===== config.mk =====
export PLATFORM = sky130hd
export DESIGN_NAME = vpw_engine
export DESIGN_NICKNAME = d
export VERILOG_FILES = /design/src/vpw_pkg.sv /design/src/vpw_time_states.sv /design/src/vpw_modify_table.sv /design/src/vpw_engine.sv
export SDC_FILE = /design/constraint.sdc
export NUM_CORES = 1
export LEC_CHECK = 0
export BUFFER_PORTS_ARGS = -buffer_cell sky130_fd_sc_hd__buf_4
export CELL_PAD_IN_SITES_DETAIL_PLACEMENT = 1
export CELL_PAD_IN_SITES_GLOBAL_PLACEMENT = 2
export CORE_ASPECT_RATIO = 0.7
export CORE_MARGIN = 3
export CORE_UTILIZATION = 39
export DETAILED_ROUTE_END_ITERATION = 8
export PLACE_DENSITY_LB_ADDON = 0.1
export SYNTH_ARGS = -nofsm -noshare
export SYNTH_HDL_FRONTEND = slang
export SYNTH_SLANG_ARGS = --single-unit

===== constraint.sdc =====
create_clock -name clk_in -period 5.6 [get_ports clk_in]
set_input_delay 0.84 -clock clk_in [delete_from_list [all_inputs] [get_ports clk_in]]
set_output_delay 0.84 -clock clk_in [all_outputs]
set_load 0.02 [all_outputs]

===== src/vpw_pkg.sv =====
package vpw_pkg;

  // ****************************************************************
  // Register map (byte offsets, one 32-bit word each)
  // ****************************************************************
  localparam logic [5:0] OFF_X = 6'h00;
  localparam logic [5:0] OFF_Y = 6'h04;
  localparam logic [5:0] OFF_MAJOR = 6'h08;
  localparam logic [5:0] OFF_MINOR = 6'h0C;
  localparam logic [5:0] OFF_PATTERN = 6'h10;
  localparam logic [5:0] OFF_PAT_MULT = 6'h14;
  localparam logic [5:0] OFF_DIRECTION = 6'h18;
  localparam logic [5:0] OFF_WRITE_OPTIONS = 6'h1C;
  localparam logic [5:0] OFF_ERROR = 6'h20;
  localparam logic [5:0] OFF_EXECUTE = 6'h24;
  localparam logic [5:0] OFF_STATUS = 6'h28;
  localparam logic [5:0] OFF_LENGTH = 6'h2C;

  // ****************************************************************
  // Widths, field positions, codes
  // ****************************************************************
  localparam int X_W = 10;
  localparam int Y_W = 8;
  localparam int LEN_W = 10;
  localparam logic [1:0] EXEC_CODE = 2'h2;
  localparam int DIR_ARB_BIT = 3;
  localparam int WO_NEGATE_BIT = 0;
  localparam logic [1:0] MODE_OVERLAY = 2'h0;
  localparam logic [1:0] MODE_REPLACE = 2'h1;
  localparam logic [1:0] MODE_COMPLEMENT = 2'h2;
  localparam logic [1:0] MODE_ERASE = 2'h3;
  localparam logic [3:0] PMULT_WRAP = 4'hF;
  localparam int STATUS_RUN_BIT = 0;

  // ****************************************************************
  // Timing: three time states per memory cycle
  // ****************************************************************
  localparam logic [1:0] TS_LAST = 2'h2;
  localparam logic [1:0] TS_WRITE = 2'h1;

  // ****************************************************************
  // Reset values
  // ****************************************************************
  localparam logic [7:0] PATTERN_RST = 8'hFF;
  localparam logic [3:0] PMULT_RST = 4'hF;

  typedef enum logic [2:0] {
    ST_IDLE,
    ST_READ,
    ST_MODIFY,
    ST_WRITE,
    ST_STEP
  } vpw_state_t;

endpackage


===== src/vpw_time_states.sv =====
module vpw_time_states (
  input wire logic clk_in,        // System clock
  input wire logic resetn_in,     // Async reset, active low
  input wire logic run_in,        // Engine busy
  output logic [1:0] ts_out,      // Time state within memory cycle
  output logic last_out           // Last time state of the cycle
);

  logic [1:0] ts_q;
  logic [1:0] ts_d;

  always_comb begin
    ts_d = 2'h0;
    if (run_in && ts_q != vpw_pkg::TS_LAST) begin
      ts_d = ts_q + 2'h1;
    end
  end

  always_ff @(posedge clk_in or negedge resetn_in) begin
    if (!resetn_in) begin
      ts_q <= 2'h0;
    end else begin
      ts_q <= ts_d;
    end
  end

  assign ts_out = ts_q;
  assign last_out = run_in && ts_q == vpw_pkg::TS_LAST;

endmodule


===== src/vpw_modify_table.sv =====
module vpw_modify_table (
  input wire logic clk_in,        // System clock
  input wire logic resetn_in,     // Async reset, active low
  input wire logic [9:0] addr_in, // Pattern, function, pixel, nibble
  output logic [3:0] data_out     // Registered modified nibble
);

  logic [3:0] data_q;
  logic [3:0] data_d;
  logic pat;
  logic [1:0] mode;
  logic [1:0] pix;
  logic [3:0] hold;

  // 1K by 4 table expressed as logic; only the addressed pixel changes
  always_comb begin
    pat = addr_in[9];
    mode = addr_in[8:7];
    pix = addr_in[5:4];
    hold = addr_in[3:0];
    data_d = hold;
    unique case (mode)
      vpw_pkg::MODE_OVERLAY: data_d[pix] = hold[pix] | pat;
      vpw_pkg::MODE_REPLACE: data_d[pix] = pat;
      vpw_pkg::MODE_COMPLEMENT: data_d[pix] = hold[pix] ^ pat;
      vpw_pkg::MODE_ERASE: data_d[pix] = hold[pix] & ~pat;
    endcase
  end

  always_ff @(posedge clk_in or negedge resetn_in) begin
    if (!resetn_in) begin
      data_q <= 4'h0;
    end else begin
      data_q <= data_d;
    end
  end

  assign data_out = data_q;

endmodule


===== src/vpw_engine.sv =====
// Contract
// Character is ten parallel eight-bit pattern vectors
// Host loads lengths, options, direction once per character
// Host loads X, Y, pattern before execute
// Execute write code two sets run flag
// Pixel modify is read, modify, write; nine states
// Read at X/Y; X3..X2 pick held nibble
// Table address: pattern, function, X1..X0, held nibble
// Modified nibble written back to same bank
// Down counter decrements per write; zero ends run
// Step X per direction; repeat while count nonzero
// Arbitrary step: minor, major, write, direction; twelve states
// Host preloads minor, major, half-major error
// Minor group adds error, minor, carry; captures carry
// Major group adds major only when carry clear
// Write group writes modified bits at X/Y
// Direction bits address step table; B is direction three
// Carry set steps major only; clear steps both
// No write dir 2 odd line, 6 even line
// No write dir 5/7 even line after 6
// No write dir 1/3 odd line after 2
// Direction bits 2..0 direction, bit 3 arbitrary
// Pattern one modifies pixel; zero leaves it; in replace mode the code writes the zero to the pixel
// Negate bit inverts pattern into table
// Multiplier sets pattern shift rate
// Run flag readable by software
//
// The register addresses and the Avalon-MM slave port are this design's own decisions.
module vpw_engine (
  input wire logic clk_in,                // 40 MHz clock
  input wire logic resetn_in,             // Async reset, active low
  input wire logic [5:0] avs_address_in,  // Byte address
  input wire logic avs_read_in,           // Read request
  input wire logic avs_write_in,          // Write request
  input wire logic [31:0] avs_writedata_in, // Write data
  input wire logic [3:0] avs_byteenable_in, // Byte enables
  output logic [31:0] avs_readdata_out,   // Read data
  output logic avs_waitrequest_out,       // Stall
  output logic [13:0] mem_addr_out,       // Screen word address {Y, X9..X4}
  output logic mem_rd_out,                // Screen read strobe
  input wire logic [11:0] mem_rdata_in,   // Screen data, valid next cycle
  output logic mem_wr_out,                // Screen write strobe
  output logic [1:0] mem_bank_out,        // Nibble bank
  output logic [3:0] modified_nibble_out, // Write data
  output logic run_out                    // Vector in progress
);

  // ****************************************************************
  // State
  // ****************************************************************
  vpw_pkg::vpw_state_t state_q, state_d;
  logic [vpw_pkg::X_W-1:0] x_q, x_d;
  logic [vpw_pkg::Y_W-1:0] y_q, y_d;
  logic [vpw_pkg::LEN_W-1:0] major_axis_length_q, major_axis_length_d;
  logic [vpw_pkg::LEN_W-1:0] minor_axis_length_q, minor_axis_length_d;
  logic [vpw_pkg::LEN_W-1:0] err_q, err_d;
  logic [vpw_pkg::LEN_W-1:0] cnt_q, cnt_d;
  logic [7:0] pat_q, pat_d;
  logic [3:0] pmult_q, pmult_d;
  logic [3:0] mcnt_q, mcnt_d;
  logic [7:0] dir_q, dir_d;
  logic [7:0] write_options_q, write_options_d;
  logic [3:0] hold_q, hold_d;
  logic carry_q, carry_d;
  logic [2:0] last_dir_q, last_dir_d;
  logic rd_ack_q, rd_ack_d;
  logic [31:0] rdata_q, rdata_d;

  logic [1:0] ts;
  logic ts_last;
  logic arb;
  logic [2:0] eff_dir;
  logic [3:0] step;
  logic pix_en;
  logic wr_acc;
  logic [3:0] sel_nibble;
  logic [vpw_pkg::LEN_W:0] minor_sum;
  logic do_step;
  logic pat_bit;
  logic [31:0] cur_word;
  logic [15:0] new_word;

  // Basic direction to {dx, dy}, each a two-bit signed step
  function automatic logic [3:0] dir_step(input logic [2:0] d);
    logic [3:0] s;
    unique case (d)
      3'h0: s = {2'h1, 2'h0};
      3'h1: s = {2'h1, 2'h3};
      3'h2: s = {2'h0, 2'h3};
      3'h3: s = {2'h3, 2'h3};
      3'h4: s = {2'h3, 2'h0};
      3'h5: s = {2'h3, 2'h1};
      3'h6: s = {2'h0, 2'h1};
      3'h7: s = {2'h1, 2'h1};
    endcase
    return s;
  endfunction

  vpw_time_states u_ts (
    .clk_in(clk_in),
    .resetn_in(resetn_in),
    .run_in(run_out),
    .ts_out(ts),
    .last_out(ts_last)
  );

  vpw_modify_table u_table (
    .clk_in(clk_in),
    .resetn_in(resetn_in),
    .addr_in({pat_bit, write_options_q[2:0], x_q[1:0], hold_q}),
    .data_out(modified_nibble_out)
  );

  // ****************************************************************
  // Datapath terms
  // ****************************************************************
  assign run_out = state_q != vpw_pkg::ST_IDLE;
  assign arb = dir_q[vpw_pkg::DIR_ARB_BIT];
  assign pat_bit = pat_q[7] ^ write_options_q[vpw_pkg::WO_NEGATE_BIT];
  // Octant d..d+1: carry set takes the axis code, clear the diagonal one
  assign eff_dir = !arb ? dir_q[2:0] :
                   (carry_q == dir_q[0]) ? dir_q[2:0] + 3'h1 : dir_q[2:0];
  assign step = dir_step(eff_dir);
  assign pix_en = !((eff_dir == 3'h2 && y_q[0]) || (eff_dir == 3'h6 && !y_q[0])
                  || ((eff_dir == 3'h5 || eff_dir == 3'h7) && !y_q[0]
                      && last_dir_q == 3'h6)
                  || ((eff_dir == 3'h1 || eff_dir == 3'h3) && y_q[0]
                      && last_dir_q == 3'h2));
  assign sel_nibble = x_q[3:2] == 2'h0 ? mem_rdata_in[3:0] :
                      x_q[3:2] == 2'h1 ? mem_rdata_in[7:4] :
                      x_q[3:2] == 2'h2 ? mem_rdata_in[11:8] : 4'h0;
  assign minor_sum = {1'b0, err_q} + {1'b0, minor_axis_length_q}
                     + {{vpw_pkg::LEN_W{1'b0}}, carry_q};
  assign wr_acc = avs_write_in && !run_out;
  assign new_word = {avs_byteenable_in[1] ? avs_writedata_in[15:8] : cur_word[15:8],
                     avs_byteenable_in[0] ? avs_writedata_in[7:0] : cur_word[7:0]};
  assign do_step = ts_last && ((state_q == vpw_pkg::ST_WRITE && !arb)
                   || state_q == vpw_pkg::ST_STEP);

  assign mem_addr_out = {y_q, x_q[9:4]};
  assign mem_bank_out = x_q[3:2];
  assign mem_rd_out = state_q == vpw_pkg::ST_READ && ts == 2'h0;
  assign mem_wr_out = state_q == vpw_pkg::ST_WRITE && ts == vpw_pkg::TS_WRITE
                      && pix_en;
  // Setup writes stall while drawing so a vector never sees half-loaded state
  assign avs_waitrequest_out = (avs_read_in && !rd_ack_q) || (avs_write_in && run_out);
  assign avs_readdata_out = rdata_q;

  // Read mux doubles as the old value for partial byte-lane writes
  always_comb begin
    cur_word = 32'h0;
    unique case (avs_address_in)
      vpw_pkg::OFF_X: cur_word[vpw_pkg::X_W-1:0] = x_q;
      vpw_pkg::OFF_Y: cur_word[vpw_pkg::Y_W-1:0] = y_q;
      vpw_pkg::OFF_MAJOR: cur_word[vpw_pkg::LEN_W-1:0] = major_axis_length_q;
      vpw_pkg::OFF_MINOR: cur_word[vpw_pkg::LEN_W-1:0] = minor_axis_length_q;
      vpw_pkg::OFF_PATTERN: cur_word[7:0] = pat_q;
      vpw_pkg::OFF_PAT_MULT: cur_word[3:0] = pmult_q;
      vpw_pkg::OFF_DIRECTION: cur_word[7:0] = dir_q;
      vpw_pkg::OFF_WRITE_OPTIONS: cur_word[7:0] = write_options_q;
      vpw_pkg::OFF_ERROR: cur_word[vpw_pkg::LEN_W-1:0] = err_q;
      vpw_pkg::OFF_STATUS: cur_word[vpw_pkg::STATUS_RUN_BIT] = run_out;
      vpw_pkg::OFF_LENGTH: cur_word[vpw_pkg::LEN_W-1:0] = cnt_q;
      default: cur_word = 32'h0;
    endcase
  end

  // ****************************************************************
  // Next state
  // ****************************************************************
  always_comb begin
    state_d = state_q;
    x_d = x_q;
    y_d = y_q;
    major_axis_length_d = major_axis_length_q;
    minor_axis_length_d = minor_axis_length_q;
    err_d = err_q;
    cnt_d = cnt_q;
    pat_d = pat_q;
    pmult_d = pmult_q;
    mcnt_d = mcnt_q;
    dir_d = dir_q;
    write_options_d = write_options_q;
    hold_d = hold_q;
    carry_d = carry_q;
    last_dir_d = last_dir_q;
    rd_ack_d = avs_read_in && !rd_ack_q;
    rdata_d = (avs_read_in && !rd_ack_q) ? cur_word : rdata_q;

    if (wr_acc) begin
      unique case (avs_address_in)
        vpw_pkg::OFF_X: x_d = new_word[vpw_pkg::X_W-1:0];
        vpw_pkg::OFF_Y: y_d = new_word[vpw_pkg::Y_W-1:0];
        vpw_pkg::OFF_MAJOR: major_axis_length_d = new_word[vpw_pkg::LEN_W-1:0];
        vpw_pkg::OFF_MINOR: minor_axis_length_d = new_word[vpw_pkg::LEN_W-1:0];
        vpw_pkg::OFF_ERROR: err_d = new_word[vpw_pkg::LEN_W-1:0];
        vpw_pkg::OFF_PATTERN: pat_d = new_word[7:0];
        vpw_pkg::OFF_PAT_MULT: pmult_d = new_word[3:0];
        vpw_pkg::OFF_DIRECTION: dir_d = new_word[7:0];
        vpw_pkg::OFF_WRITE_OPTIONS: write_options_d = new_word[7:0];
        vpw_pkg::OFF_EXECUTE: begin
          if (avs_byteenable_in[0] && avs_writedata_in[1:0] == vpw_pkg::EXEC_CODE
              && major_axis_length_q != '0) begin
            state_d = vpw_pkg::ST_READ;
            cnt_d = major_axis_length_q;
            mcnt_d = pmult_q;
            carry_d = 1'b0;
          end
        end
        default: ;
      endcase
    end

    unique case (state_q)
      vpw_pkg::ST_IDLE: ;
      vpw_pkg::ST_READ: if (ts_last) begin
        hold_d = sel_nibble;
        if (arb) begin
          err_d = minor_sum[vpw_pkg::LEN_W-1:0];
          carry_d = minor_sum[vpw_pkg::LEN_W];
        end
        state_d = vpw_pkg::ST_MODIFY;
      end
      vpw_pkg::ST_MODIFY: if (ts_last) begin
        if (arb && !carry_q) begin
          err_d = err_q + major_axis_length_q;
        end
        state_d = vpw_pkg::ST_WRITE;
      end
      vpw_pkg::ST_WRITE: if (ts_last) begin
        // Shift rate: wraps at all ones, so 1111 shifts every write
        if (mcnt_q == vpw_pkg::PMULT_WRAP) begin
          pat_d = {pat_q[6:0], pat_q[7]};
          mcnt_d = pmult_q;
        end else begin
          mcnt_d = mcnt_q + 4'h1;
        end
        if (arb) begin
          state_d = vpw_pkg::ST_STEP;
        end
      end
      vpw_pkg::ST_STEP: ;
      default: state_d = vpw_pkg::ST_IDLE;
    endcase

    if (do_step) begin
      x_d = x_q + {{(vpw_pkg::X_W-2){step[3]}}, step[3:2]};
      y_d = y_q + {{(vpw_pkg::Y_W-2){step[1]}}, step[1:0]};
      last_dir_d = eff_dir;
      cnt_d = cnt_q - {{(vpw_pkg::LEN_W-1){1'b0}}, 1'b1};
      state_d = (cnt_q == {{(vpw_pkg::LEN_W-1){1'b0}}, 1'b1}) ?
                vpw_pkg::ST_IDLE : vpw_pkg::ST_READ;
    end
  end

  always_ff @(posedge clk_in or negedge resetn_in) begin
    if (!resetn_in) begin
      state_q <= vpw_pkg::ST_IDLE;
      x_q <= '0;
      y_q <= '0;
      major_axis_length_q <= '0;
      minor_axis_length_q <= '0;
      err_q <= '0;
      cnt_q <= '0;
      pat_q <= vpw_pkg::PATTERN_RST;
      pmult_q <= vpw_pkg::PMULT_RST;
      mcnt_q <= vpw_pkg::PMULT_RST;
      dir_q <= 8'h00;
      write_options_q <= 8'h00;
      hold_q <= 4'h0;
      carry_q <= 1'b0;
      last_dir_q <= 3'h0;
      rd_ack_q <= 1'b0;
      rdata_q <= 32'h0;
    end else begin
      state_q <= state_d;
      x_q <= x_d;
      y_q <= y_d;
      major_axis_length_q <= major_axis_length_d;
      minor_axis_length_q <= minor_axis_length_d;
      err_q <= err_d;
      cnt_q <= cnt_d;
      pat_q <= pat_d;
      pmult_q <= pmult_d;
      mcnt_q <= mcnt_d;
      dir_q <= dir_d;
      write_options_q <= write_options_d;
      hold_q <= hold_d;
      carry_q <= carry_d;
      last_dir_q <= last_dir_d;
      rd_ack_q <= rd_ack_d;
      rdata_q <= rdata_d;
    end
  end
endmodule


# ---- Word level (Yosys, flattened, before mapping)
# Memories as Yosys holds them, arrays and structs flattened.
# Cells that the tools add are included.
dict set report totals {
  regBits 118
  romBits 32
  in_bits 58
  n_memories 1
}
# name depth width rd rd_clocked_by_memory_dff write_ports line_no
set mem_list {}
lappend mem_list {{(no name shown)} 8 4 1 0 0 vpw_engine.sv:86} ;# unique case (d)
dict set report op_classes {
  addsub 9
  order_cmp 2
  eq_ne 35
  muxes 65
  bitwise 5
  reduce_logical 55
}
# operator n
set op_table {}
lappend op_table {{two-way mux 10 bit} 13}
lappend op_table {{two-way mux 8 bit} 9}
lappend op_table {{two-way mux 4 bit} 9}
lappend op_table {{case mux 4 bit (9 select lines)} 1}
lappend op_table {{two-way mux 3 bit} 10}
lappend op_table {{case mux 3 bit (10 select lines)} 1}
lappend op_table {{equality test 6 x 5 -> 1 bit, second input constant} 4}
lappend op_table {{equality test 6 bit, second input constant} 4}
lappend op_table {{adder 10 bit} 2}
lappend op_table {{logical AND 1 bit} 20}
lappend op_table {{case mux 10 bit (2 select lines)} 1}
lappend op_table {{bitwise mux 4 bit} 4}
lappend op_table {{case mux 4 bit (4 select lines)} 1}
lappend op_table {{AND reduction 2 bit} 8}
lappend op_table {{equality test 3 x 2 -> 1 bit, second input constant} 5}
lappend op_table {{equality test 3 bit, second input constant} 5}
lappend op_table {{equality test 6 x 4 -> 1 bit, second input constant} 2}
lappend op_table {{case mux 3 bit (4 select lines)} 1}
lappend op_table {{adder 10 x 10 -> 11 bit} 1}
lappend op_table {{adder 11 x 1 -> 11 bit} 1}
lappend op_table {{case mux 1 bit (11 select lines)} 1}
lappend op_table {{equality test 10 x 1 -> 1 bit, second input constant} 1}
lappend op_table {{equality test 2 bit, second input constant} 5}
lappend op_table {{case mux 2 bit (5 select lines)} 1}
lappend op_table {{other kinds (31)} 61}

# ---- Logic depth before layout (Yosys ltp)
# Gate-level depths: netlist of the first run.
dict set report depth {
  depth_word 11
  mapped_depth 14
  ltp_nobuf 14
}

# ---- Hierarchy
# From an unflattened synthesis of the first run, not the netlist that was laid out.
dict set report hier_totals {
  cells_unflattened 880
  area_unflattened_um2 7907.6
}
# module instances cells_each area_each_um2 seq_area_each_um2
set modules_own_cells {}
lappend modules_own_cells {vpw_engine 1 854 7563.5 2822.7}
lappend modules_own_cells {vpw_modify_table 1 19 246.5 100.1}
lappend modules_own_cells {vpw_time_states 1 7 97.6 50.0}

# ---- Least setup slack after synthesis of the first run
# No wires, ideal clock.
dict set report synth_timing {
  kind {reg-to-reg}
  from {reg dir_q[0]}
  to {reg x_q[8] (netlist bit)}
  setup_ns 0.137
  arrival_ns 2.988
  t_required_ns 5.463
  slack_ns 2.475
  path_stages_with_launch 13
  period_less_slack_ns 3.125
  cell_sequence {dfrtp_1 ha_1 nand3_1 xor2_1 mux2_2 fa_1 a21o_1 a21oi_1 nor2b_1 o21a_1 o41a_1 xnor2_1 a21oi_1}
}
dict set report synth_via {
  elab_chain_len 6
  word_cells_on_any_way 7
  cone_classes {add/sub (2); eq/ne (1); mux (3); memory (1)}
}
# item line_no
set synth_lines {}
lappend synth_lines {{start, declared} vpw_engine.sv:61} ;# logic [7:0] dir_q, dir_d;
lappend synth_lines {{start signal, assigned} vpw_engine.sv:286} ;# dir_q <= dir_d;
lappend synth_lines {{adder 3 x 1 -> 3 bit / equality test 1 bit (equally long branches)} vpw_engine.sv:122} ;# (carry_q == dir_q[0]) ? dir_q[2:0] + 3'h1 : dir_q[2:0];
lappend synth_lines {{two-way mux 3 bit} vpw_engine.sv:122}
lappend synth_lines {{two-way mux 3 bit *} vpw_engine.sv:121} ;# assign eff_dir = !arb ? dir_q[2:0] :
lappend synth_lines {{memory (8 x 4 bit) *} n/a}
lappend synth_lines {{adder 10 bit *} vpw_engine.sv:247} ;# x_d = x_q + {{(vpw_pkg::X_W-2){step[3]}}, step[3:2]};
lappend synth_lines {{two-way mux 10 bit *} vpw_engine.sv:246} ;# if (do_step) begin
lappend synth_lines {{end signal, assigned} vpw_engine.sv:259} ;# x_q <= '0;
lappend synth_lines {{end signal, assigned} vpw_engine.sv:277} ;# x_q <= x_d;
lappend synth_lines {{end, declared} vpw_engine.sv:52} ;# logic [vpw_pkg::X_W-1:0] x_q, x_d;
# Every way passes the cells marked *; elsewhere a longest branch is shown, timed or not.
# A chain may end at the register's enable or synchronous reset.

# ---- Final worst setup path of the first run
dict set report layout_timing {
  from {reg carry_q}
  to {reg x_q[8] (netlist bit)}
}
dict set report layout_via {
  elab_chain_len 6
}
# item line_no
set layout_lines {}
lappend layout_lines {{start, declared} vpw_engine.sv:64} ;# logic carry_q, carry_d;
lappend layout_lines {{start signal, assigned} vpw_engine.sv:289} ;# carry_q <= carry_d;
lappend layout_lines {{equality test 1 bit} vpw_engine.sv:122}
lappend layout_lines {{two-way mux 3 bit} vpw_engine.sv:122}
lappend layout_lines {{two-way mux 3 bit} vpw_engine.sv:121}
lappend layout_lines {{memory (8 x 4 bit)} n/a}
lappend layout_lines {{adder 10 bit} vpw_engine.sv:247}
lappend layout_lines {{two-way mux 10 bit} vpw_engine.sv:246}
# Every way passes these cells.

==> run summary, run 1 <==
Clock Power Share -> 52.0%
die width -> 177 um
RSZ-0062 raised after global routing -> no
Pleak -> 4.06 nW
type of the worst setup path -> register to register
final antenna-violating net count -> 0
HPWL after DPL -> 21100 um
Clock Latency Late Sink -> 0.42 ns
setup violators final -> 0
clk_skew -> 0.0101 ns
Peak Freq -> 0.277 GHz
IO Count -> 114
CTS tree -> built
Reg power frac -> 41.7%
Comb pwr share -> 6.3%
total net switching power -> 0.539 mW
antenna violations before repair -> 0
Antenna diodes -> 0
Unique masters post-synth -> 72
Netlist Area Pre-Place -> 0.00795 mm2
Worst Path Buf+Inv -> 0
Die H -> 125 um
synthesis-to-finish area growth -> 15.1%
RD Place Congestion -> 0.898
Vias per Instance -> 5.94
Global Route Usage Sum -> 26.2%
VDD IR max -> 0.000197 V
residual DRC count -> 0
WL final -> 28400 um
Post-synth EDFFs -> 0
Post-Syn Instances -> 870
GRT Residual Overflow -> 0
post-synthesis sequential area ratio -> 37.4%
Crit-path slowest cell -> mux2_2
crit path time final -> 3.61 ns
Worst EP required -> 5.88 ns
share of cells above drive strength 1 -> 17.4%
final worst-path cycle share -> 64.5%
Sw Ratio -> 26.1%
number of global-route vias before repair -> 7401
Synthesis Warnings -> 0
nature of the critical path endpoint -> register
Routed wire per std cell -> 23.5 um
die area -> 0.0222 mm2
power per cell area -> 225 mW/mm2
post-cts resize count -> 0
CTS max path bufs -> 2
Initial Util -> 39.9%
Post-CTS Setup Inserts -> 0
Row Count -> 43
first-pass GRT wire length -> 44200 um
DP Cell Count -> 1173
initial DRC count -> 550
Fillers -> 2336
Post-CTS Hold Buffers -> 0
max cap viols -> 0
Clock Tree Root -> clkbuf_16
Clock transition at path regs -> 0.06 ns
largest net degree at the start of global routing -> 72
post-synthesis average cell area -> 9.14 um2
Slew headroom -> 29.0%
hold violation count in the final report -> 0
clock sink count -> 118
setup TNS -> 0 ns
post-route insts no fill -> 1205
Power Internal -> 1.52 mW
Most used DFF post-synth -> dfrtp_1
Slew @ Worst Pin -> 1.06 ns
crit-path max FO -> 10
Pins Over Slew Limit -> 0
FF+latch count, synth -> 118
startpoint types -> register
ys async rst share -> 100%
Initial DRT Pass Iterations -> 5
routed vias -> 7154
htree depth -> 4
Core Area -> 0.0199 mm2
Num CTS Buffers -> 17
Port Buf Inserts -> 67
status -> completed
CP top delay family -> compound AO/OA/AOI/OAI gates
Worst path max stage delay -> 0.55 ns
hold crit path type -> primary input to asynchronous set/reset pin
crit-path cells -> xnor2_1 -> nand3_1 -> xor2_1 -> mux2_2 -> fa_1 -> a21o_1 -> a21oi_1 -> nor2b_1 -> o21a_1 -> o41a_1 -> xnor2_1 -> a21oi_1
Worst EP arrival -> 3.90 ns
Layout Nets -> 1028
[cell usage in the layout (no fill, tap or decap), types with 13 or more instances in the layout]
cell type | netlist | routed
nor3_1 | 20 | 20
nand2b_1 | 13 | 13
clkbuf_16 | 0 | 17
buf_4 | 23 | 75
o21ai_0 | 69 | 69
a21oi_1 | 63 | 63
conb_1 | 1 | 22
nand3_1 | 33 | 33
nor2b_1 | 19 | 19
dfrtp_1 | 102 | 102
mux2_2 | 19 | 19
nor2_1 | 57 | 57
ha_1 | 43 | 43
xor2_1 | 18 | 18
xnor2_1 | 17 | 17
inv_1 | 27 | 27
nand2_1 | 96 | 96
dfstp_2 | 16 | 16
a22oi_1 | 13 | 13
[cell families after synthesis]
group | count (synthesis) | share of synthesized area (%)
and+or+nand+nor | 293 | 18.1
other | 1 | 0.0472
muxes | 36 | 5.84
adders and majority gates | 48 | 8.03
DFF | 118 | 37.4
buffers and inverters | 90 | 5.62
xor gates and xnor gates | 35 | 3.86
AOI/OAI and AO/OA | 249 | 21.1
[sequential cells by signal, indices dropped and copies added (netlist names), 2 cells and up]
signal / flops
pmult_q: 4
mcnt_q: 4
pat_q: 8
last_dir_q: 3
x_q: 10
u_ts.ts_out: 2
state_q: 3
minor_axis_length_q: 10
dir_q: 8
cnt_q: 10
hold_q: 4
major_axis_length_q: 10
write_options_q: 8
y_q: 8
u_table.data_out: 4
err_q: 10
avs_readdata_out: 10
[per-stage QoR]
step                total power [mW]  hold slack (ns)  setup WS [ns]  utilization, %  instance area, um2
floorplan                      0.945            0.438           2.48               -                8030
global placement                1.00            0.450           1.89            43.1                8580
detailed placement              1.00            0.469           1.83            43.1                8580
CTS                             2.07            0.469           1.98            46.0                9150
global route                    2.13            0.485           1.68            46.0                9150
finish                          2.06            0.458           1.99            46.0                9150
[cells in the mapped netlist (all sizes together), types with 7 or more instances]
cell    instances  area [um2]
buf            32         229
nand4           9        56.3
nand2b         13        81.3
xnor2          17         149
inv            27         101
a211oi         11        82.6
o211ai         10        75.1
nor2           58         220
and3            7        43.8
a21o            7        52.6
dfrtp         102        2550
dfstp          16         420
mux2           20         229
xor2           18         158
o21a           11        82.6
and2           13        82.6
o21ai          71         355
nor3           20         100
a21oi          63         315
a221o           7        70.1
a22oi          13        97.6
mux2i          11         123
nor2b          19         119
nand2          96         360
nand3          33         165
clkbuf         31         116
ha             43         538
[metal layers]
layer,wire length [um],global-route usage [%],up-vias
li1,-,-,3238
met1,14400,40.1,3670
met2,11900,37.7,214
met3,1640,5.40,32
met4,412,6.33,0
met5,0,0,-
[final cells by class]
type	count	area, um2	share of cell area (%)
multi-input combinational	683	4610	50.4
sequential	118	2970	32.5
timing repair buffer	75	563	6.16
clock buffer	18	439	4.80
tap	270	338	3.69
clock inverter	14	126	1.38
inverter	27	101	1.11
[final timing paths]
path                       cells past startpoint                            from  slack (ns)                              to
hold reg to reg                                2  write_options_q[6]$_DFFE_PN0P_        0.48  write_options_q[6]$_DFFE_PN0P_
min in group clk_in                            2  write_options_q[6]$_DFFE_PN0P_        0.48  write_options_q[6]$_DFFE_PN0P_
setup / recovery                              12               carry_q$_DFF_PN0_        1.99              x_q[8]$_DFFE_PN0P_
setup reg to reg                              12               carry_q$_DFF_PN0_        1.99              x_q[8]$_DFFE_PN0P_
hold / removal                                 1                       resetn_in        0.46              err_q[2]$_DFF_PN0_
max in group asynchronous                      2                       resetn_in        3.71              x_q[5]$_DFFE_PN0P_
[power groups by stage]
stage | Combinational, mW | Sequential [mW] | Clock (mW)
finish | 0.130 | 0.859 | 1.07
global route | 0.140 | 0.859 | 1.13
CTS | 0.130 | 0.859 | 1.08
detailed placement | 0.130 | 0.874 | 0
global placement | 0.128 | 0.874 | 0
floorplan | 0.0680 | 0.877 | 0
Power figures use the tool's default switching activity.
==> inputs of run 2 (changes only) <==
ABC_AREA = 1   (was unset)
CORE_UTILIZATION = 33   (was 39)
clock period = 3.5 ns   (was 5.6 ns; I/O delays follow)
==> run 2 against run 1 <==
  * Power rose to 3.3 times the previous value
  * Global-route usage fell by 0.40 points
  * Critical path type unchanged
  * Highest routed layer is now met5
  * Critical path depth rose by 5
  * First-iteration DRC count rose by 1.8%
  * Count of clock-buffer cells in the layout rose by 2
  * Final cell count rose by 40%
  * Flip-flop and latch count did not move
  * Synthesized area rose by 9.3%
  * Largest power group is now combinational cells
  * Sequential power rose to 2.5 times the previous value
  * Sequential share of layout area fell by 3.4 points
  * Wire length rose by 25%
  * Critical endpoint is now y_q[5]$_DFFE_PN0P_
==> run summary, run 2 <==
status -> completed
Initial DRT Pass Iterations -> 5
startpoint types -> register
die area -> 0.0283 mm2
nature of the critical path endpoint -> register
Pleak -> 4.95 nW
routed vias -> 8854
HPWL after DPL -> 28100 um
initial DRC count -> 560
Post-Syn Instances -> 1237
WL final -> 35500 um
Worst path max stage delay -> 0.46 ns
Fin Hold WS -> 0.0894 ns
final worst-path cycle share -> 91.3%
Row Count -> 49
Placed Area -> 0.00961 mm2
Port Buf Inserts -> 67
Clock Tree Root -> clkbuf_16
crit path time final -> 3.20 ns
ys async rst share -> 100%
most instantiated library cell after synthesis -> nand2_1
Comb pwr share -> 40.0%
Post-synth EDFFs -> 0
FF+latch count, synth -> 118
Peak Freq -> 0.313 GHz
clock sink count -> 118
Most used DFF post-synth -> dfrtp_1
Slew headroom -> 51.4%
Routed wire per std cell -> 21.0 um
Die H -> 142 um
post-route core utilization -> 39.6%
clk_skew -> 0.00954 ns
top post-synthesis cells by area -> dfrtp_1, nand2_1, ha_1
top-area cell type share of the netlist area -> 29.4%
max cap viols -> 0
Sw Ratio -> 42.6%
Netlist Area Pre-Place -> 0.00869 mm2
final antenna-violating net count -> 0
Core Area -> 0.0258 mm2
RSZ-0062 raised after global routing -> no
Initial Util -> 33.7%
setup TNS -> 0 ns
Crit-path slowest cell -> dfrtp_1
post-route insts no fill -> 1690
Reg power frac -> 32.1%
Power Internal -> 3.87 mW
most common cell after layout, fill and taps aside -> nand2_1
Pins Over Slew Limit -> 0
crit-path cells -> inv_1 -> nand2_1 -> nand2_1 -> nand3_1 -> nand2_1 -> nand2_1 -> inv_1 -> nand2_1 -> inv_1 -> ha_1 -> a21oi_1 -> nand2_1 -> nand2_1 -> nand2_1 -> a21oi_1 -> xor2_1 -> o211ai_1
antenna violations before repair -> 1
post-synthesis sequential area ratio -> 34.2%
final instance area -> 0.0102 mm2
first-pass GRT wire length -> 54100 um
largest net degree at the start of global routing -> 56
post-synth top area cell -> dfrtp_1
Worst Path Buf+Inv -> 3
Post-synth top cells -> nand2_1, inv_1, nor2_1
final worst slack -> 0.304 ns
CP top delay family -> simple AND/OR/NAND/NOR gates
Worst EP required -> 3.81 ns
Clock Power Share -> 27.9%
Post-CTS Hold Buffers -> 0
setup violators final -> 0
Global Route Usage Sum -> 25.8%
GRT Residual Overflow -> 0
post-cts resize count -> 0
RD Place Congestion -> 0.868
Fillers -> 3251
total net switching power -> 2.87 mW
IO Count -> 114
hold violation count in the final report -> 0
total power -> 6.75 mW
dpl ws -> 0.267 ns
CTS max path bufs -> 2
crit-path max FO -> 7
Worst path most repeated cell -> nand2_1
Worst EP arrival -> 3.51 ns
VDD IR max -> 0.000336 V
die width -> 200 um
Post-CTS Setup Inserts -> 0
power per cell area -> 660 mW/mm2
post-synthesis average cell area -> 7.02 um2
DP Cell Count -> 1659
Clock Latency Late Sink -> 0.45 ns
hold crit path type -> primary input to asynchronous set/reset pin
residual DRC count -> 0
type of the worst setup path -> register to register
Vias per Instance -> 5.24
Layout Nets -> 1427
most frequent cells in the layout -> nand2_1, inv_1, nor2_1, dfrtp_1
Synthesis Warnings -> 0
Slew @ Worst Pin -> 0.721 ns
htree depth -> 4
number of global-route vias before repair -> 8917
Clock transition at path regs -> 0.06 ns
Unique masters post-synth -> 52
CTS tree -> built
synthesis-to-finish area growth -> 17.7%
share of cells above drive strength 1 -> 14.6%
Num CTS Buffers -> 17
run 2: cell type report:
type,count,area [um2],area share (%)
clock inverters,10,154,1.51
multi-input cells,960,5030,49.2
clock buffers,20,457,4.47
inverters,141,529,5.18
flip-flops and latches,118,2970,29.1
well taps,357,447,4.37
repair buffers,83,636,6.22
diodes,1,2.50,0.0245
run 2: worst register-to-register path: stages (launching register included):
cell and delay [ns]:
dfrtp_1 0.46, inv_1 0.15, nand2_1 0.08, nand2_1 0.15
nand3_1 0.09, nand2_1 0.08, nand2_1 0.14, inv_1 0.27
nand2_1 0.19, inv_1 0.26, ha_1 0.33, a21oi_1 0.14
nand2_1 0.13, nand2_1 0.08, nand2_1 0.05, a21oi_1 0.17
xor2_1 0.19, o211ai_1 0.10
run 2: worst paths after layout:
kind,start,to,slack [ns],depth (start not counted)
worst max-delay path,carry_q$_DFF_PN0_,y_q[5]$_DFFE_PN0P_,0.30,17
worst min-delay path,resetn_in,y_q[5]$_DFFE_PN0P_,0.09,1
worst max register to register,carry_q$_DFF_PN0_,y_q[5]$_DFFE_PN0P_,0.30,17
worst min register to register,u_ts.ts_out[0]$_DFF_PN0_,u_ts.ts_out[0]$_DFF_PN0_,0.47,1
max in group asynchronous,resetn_in,pmult_q[1]$_DFFE_PN1P_,2.60,2
min in group clk_in,mem_rdata_in[1],hold_q[1]$_DFFE_PN0P_,0.39,3
run 2: power by group through the flow:
stage	Combinational (mW)	Clock, mW	Sequential [mW]
after floorplan	1.70	0	2.11
after global placement	2.63	0	2.17
after detailed placement	2.68	0	2.18
after CTS	2.70	1.91	2.16
after global routing	3.03	1.98	2.21
final	2.70	1.89	2.16
run 2: logic make-up (layout without fill, tap and decap cells):
family,after synthesis,count (layout),synth area share (%)
AO/OA/AOI/OAI,243,243,16.1
XOR/XNOR,13,13,1.31
adder cells (fa/ha/maj),48,48,7.35
buffers and inverters,180,254,8.86
flip-flops,118,118,34.2
multiplexers,2,2,0.259
other,1,23,0.0432
AND/OR/NAND/NOR,632,632,31.8
run 2: routing by layer:
layer	up-vias	track usage (%)	part of all wire (%)
li1	4266	-	-
met1	4327	39.8	51
met2	225	35.3	40
met3	34	7.19	7.7
met4	2	5.69	1.2
met5	-	0	0.020
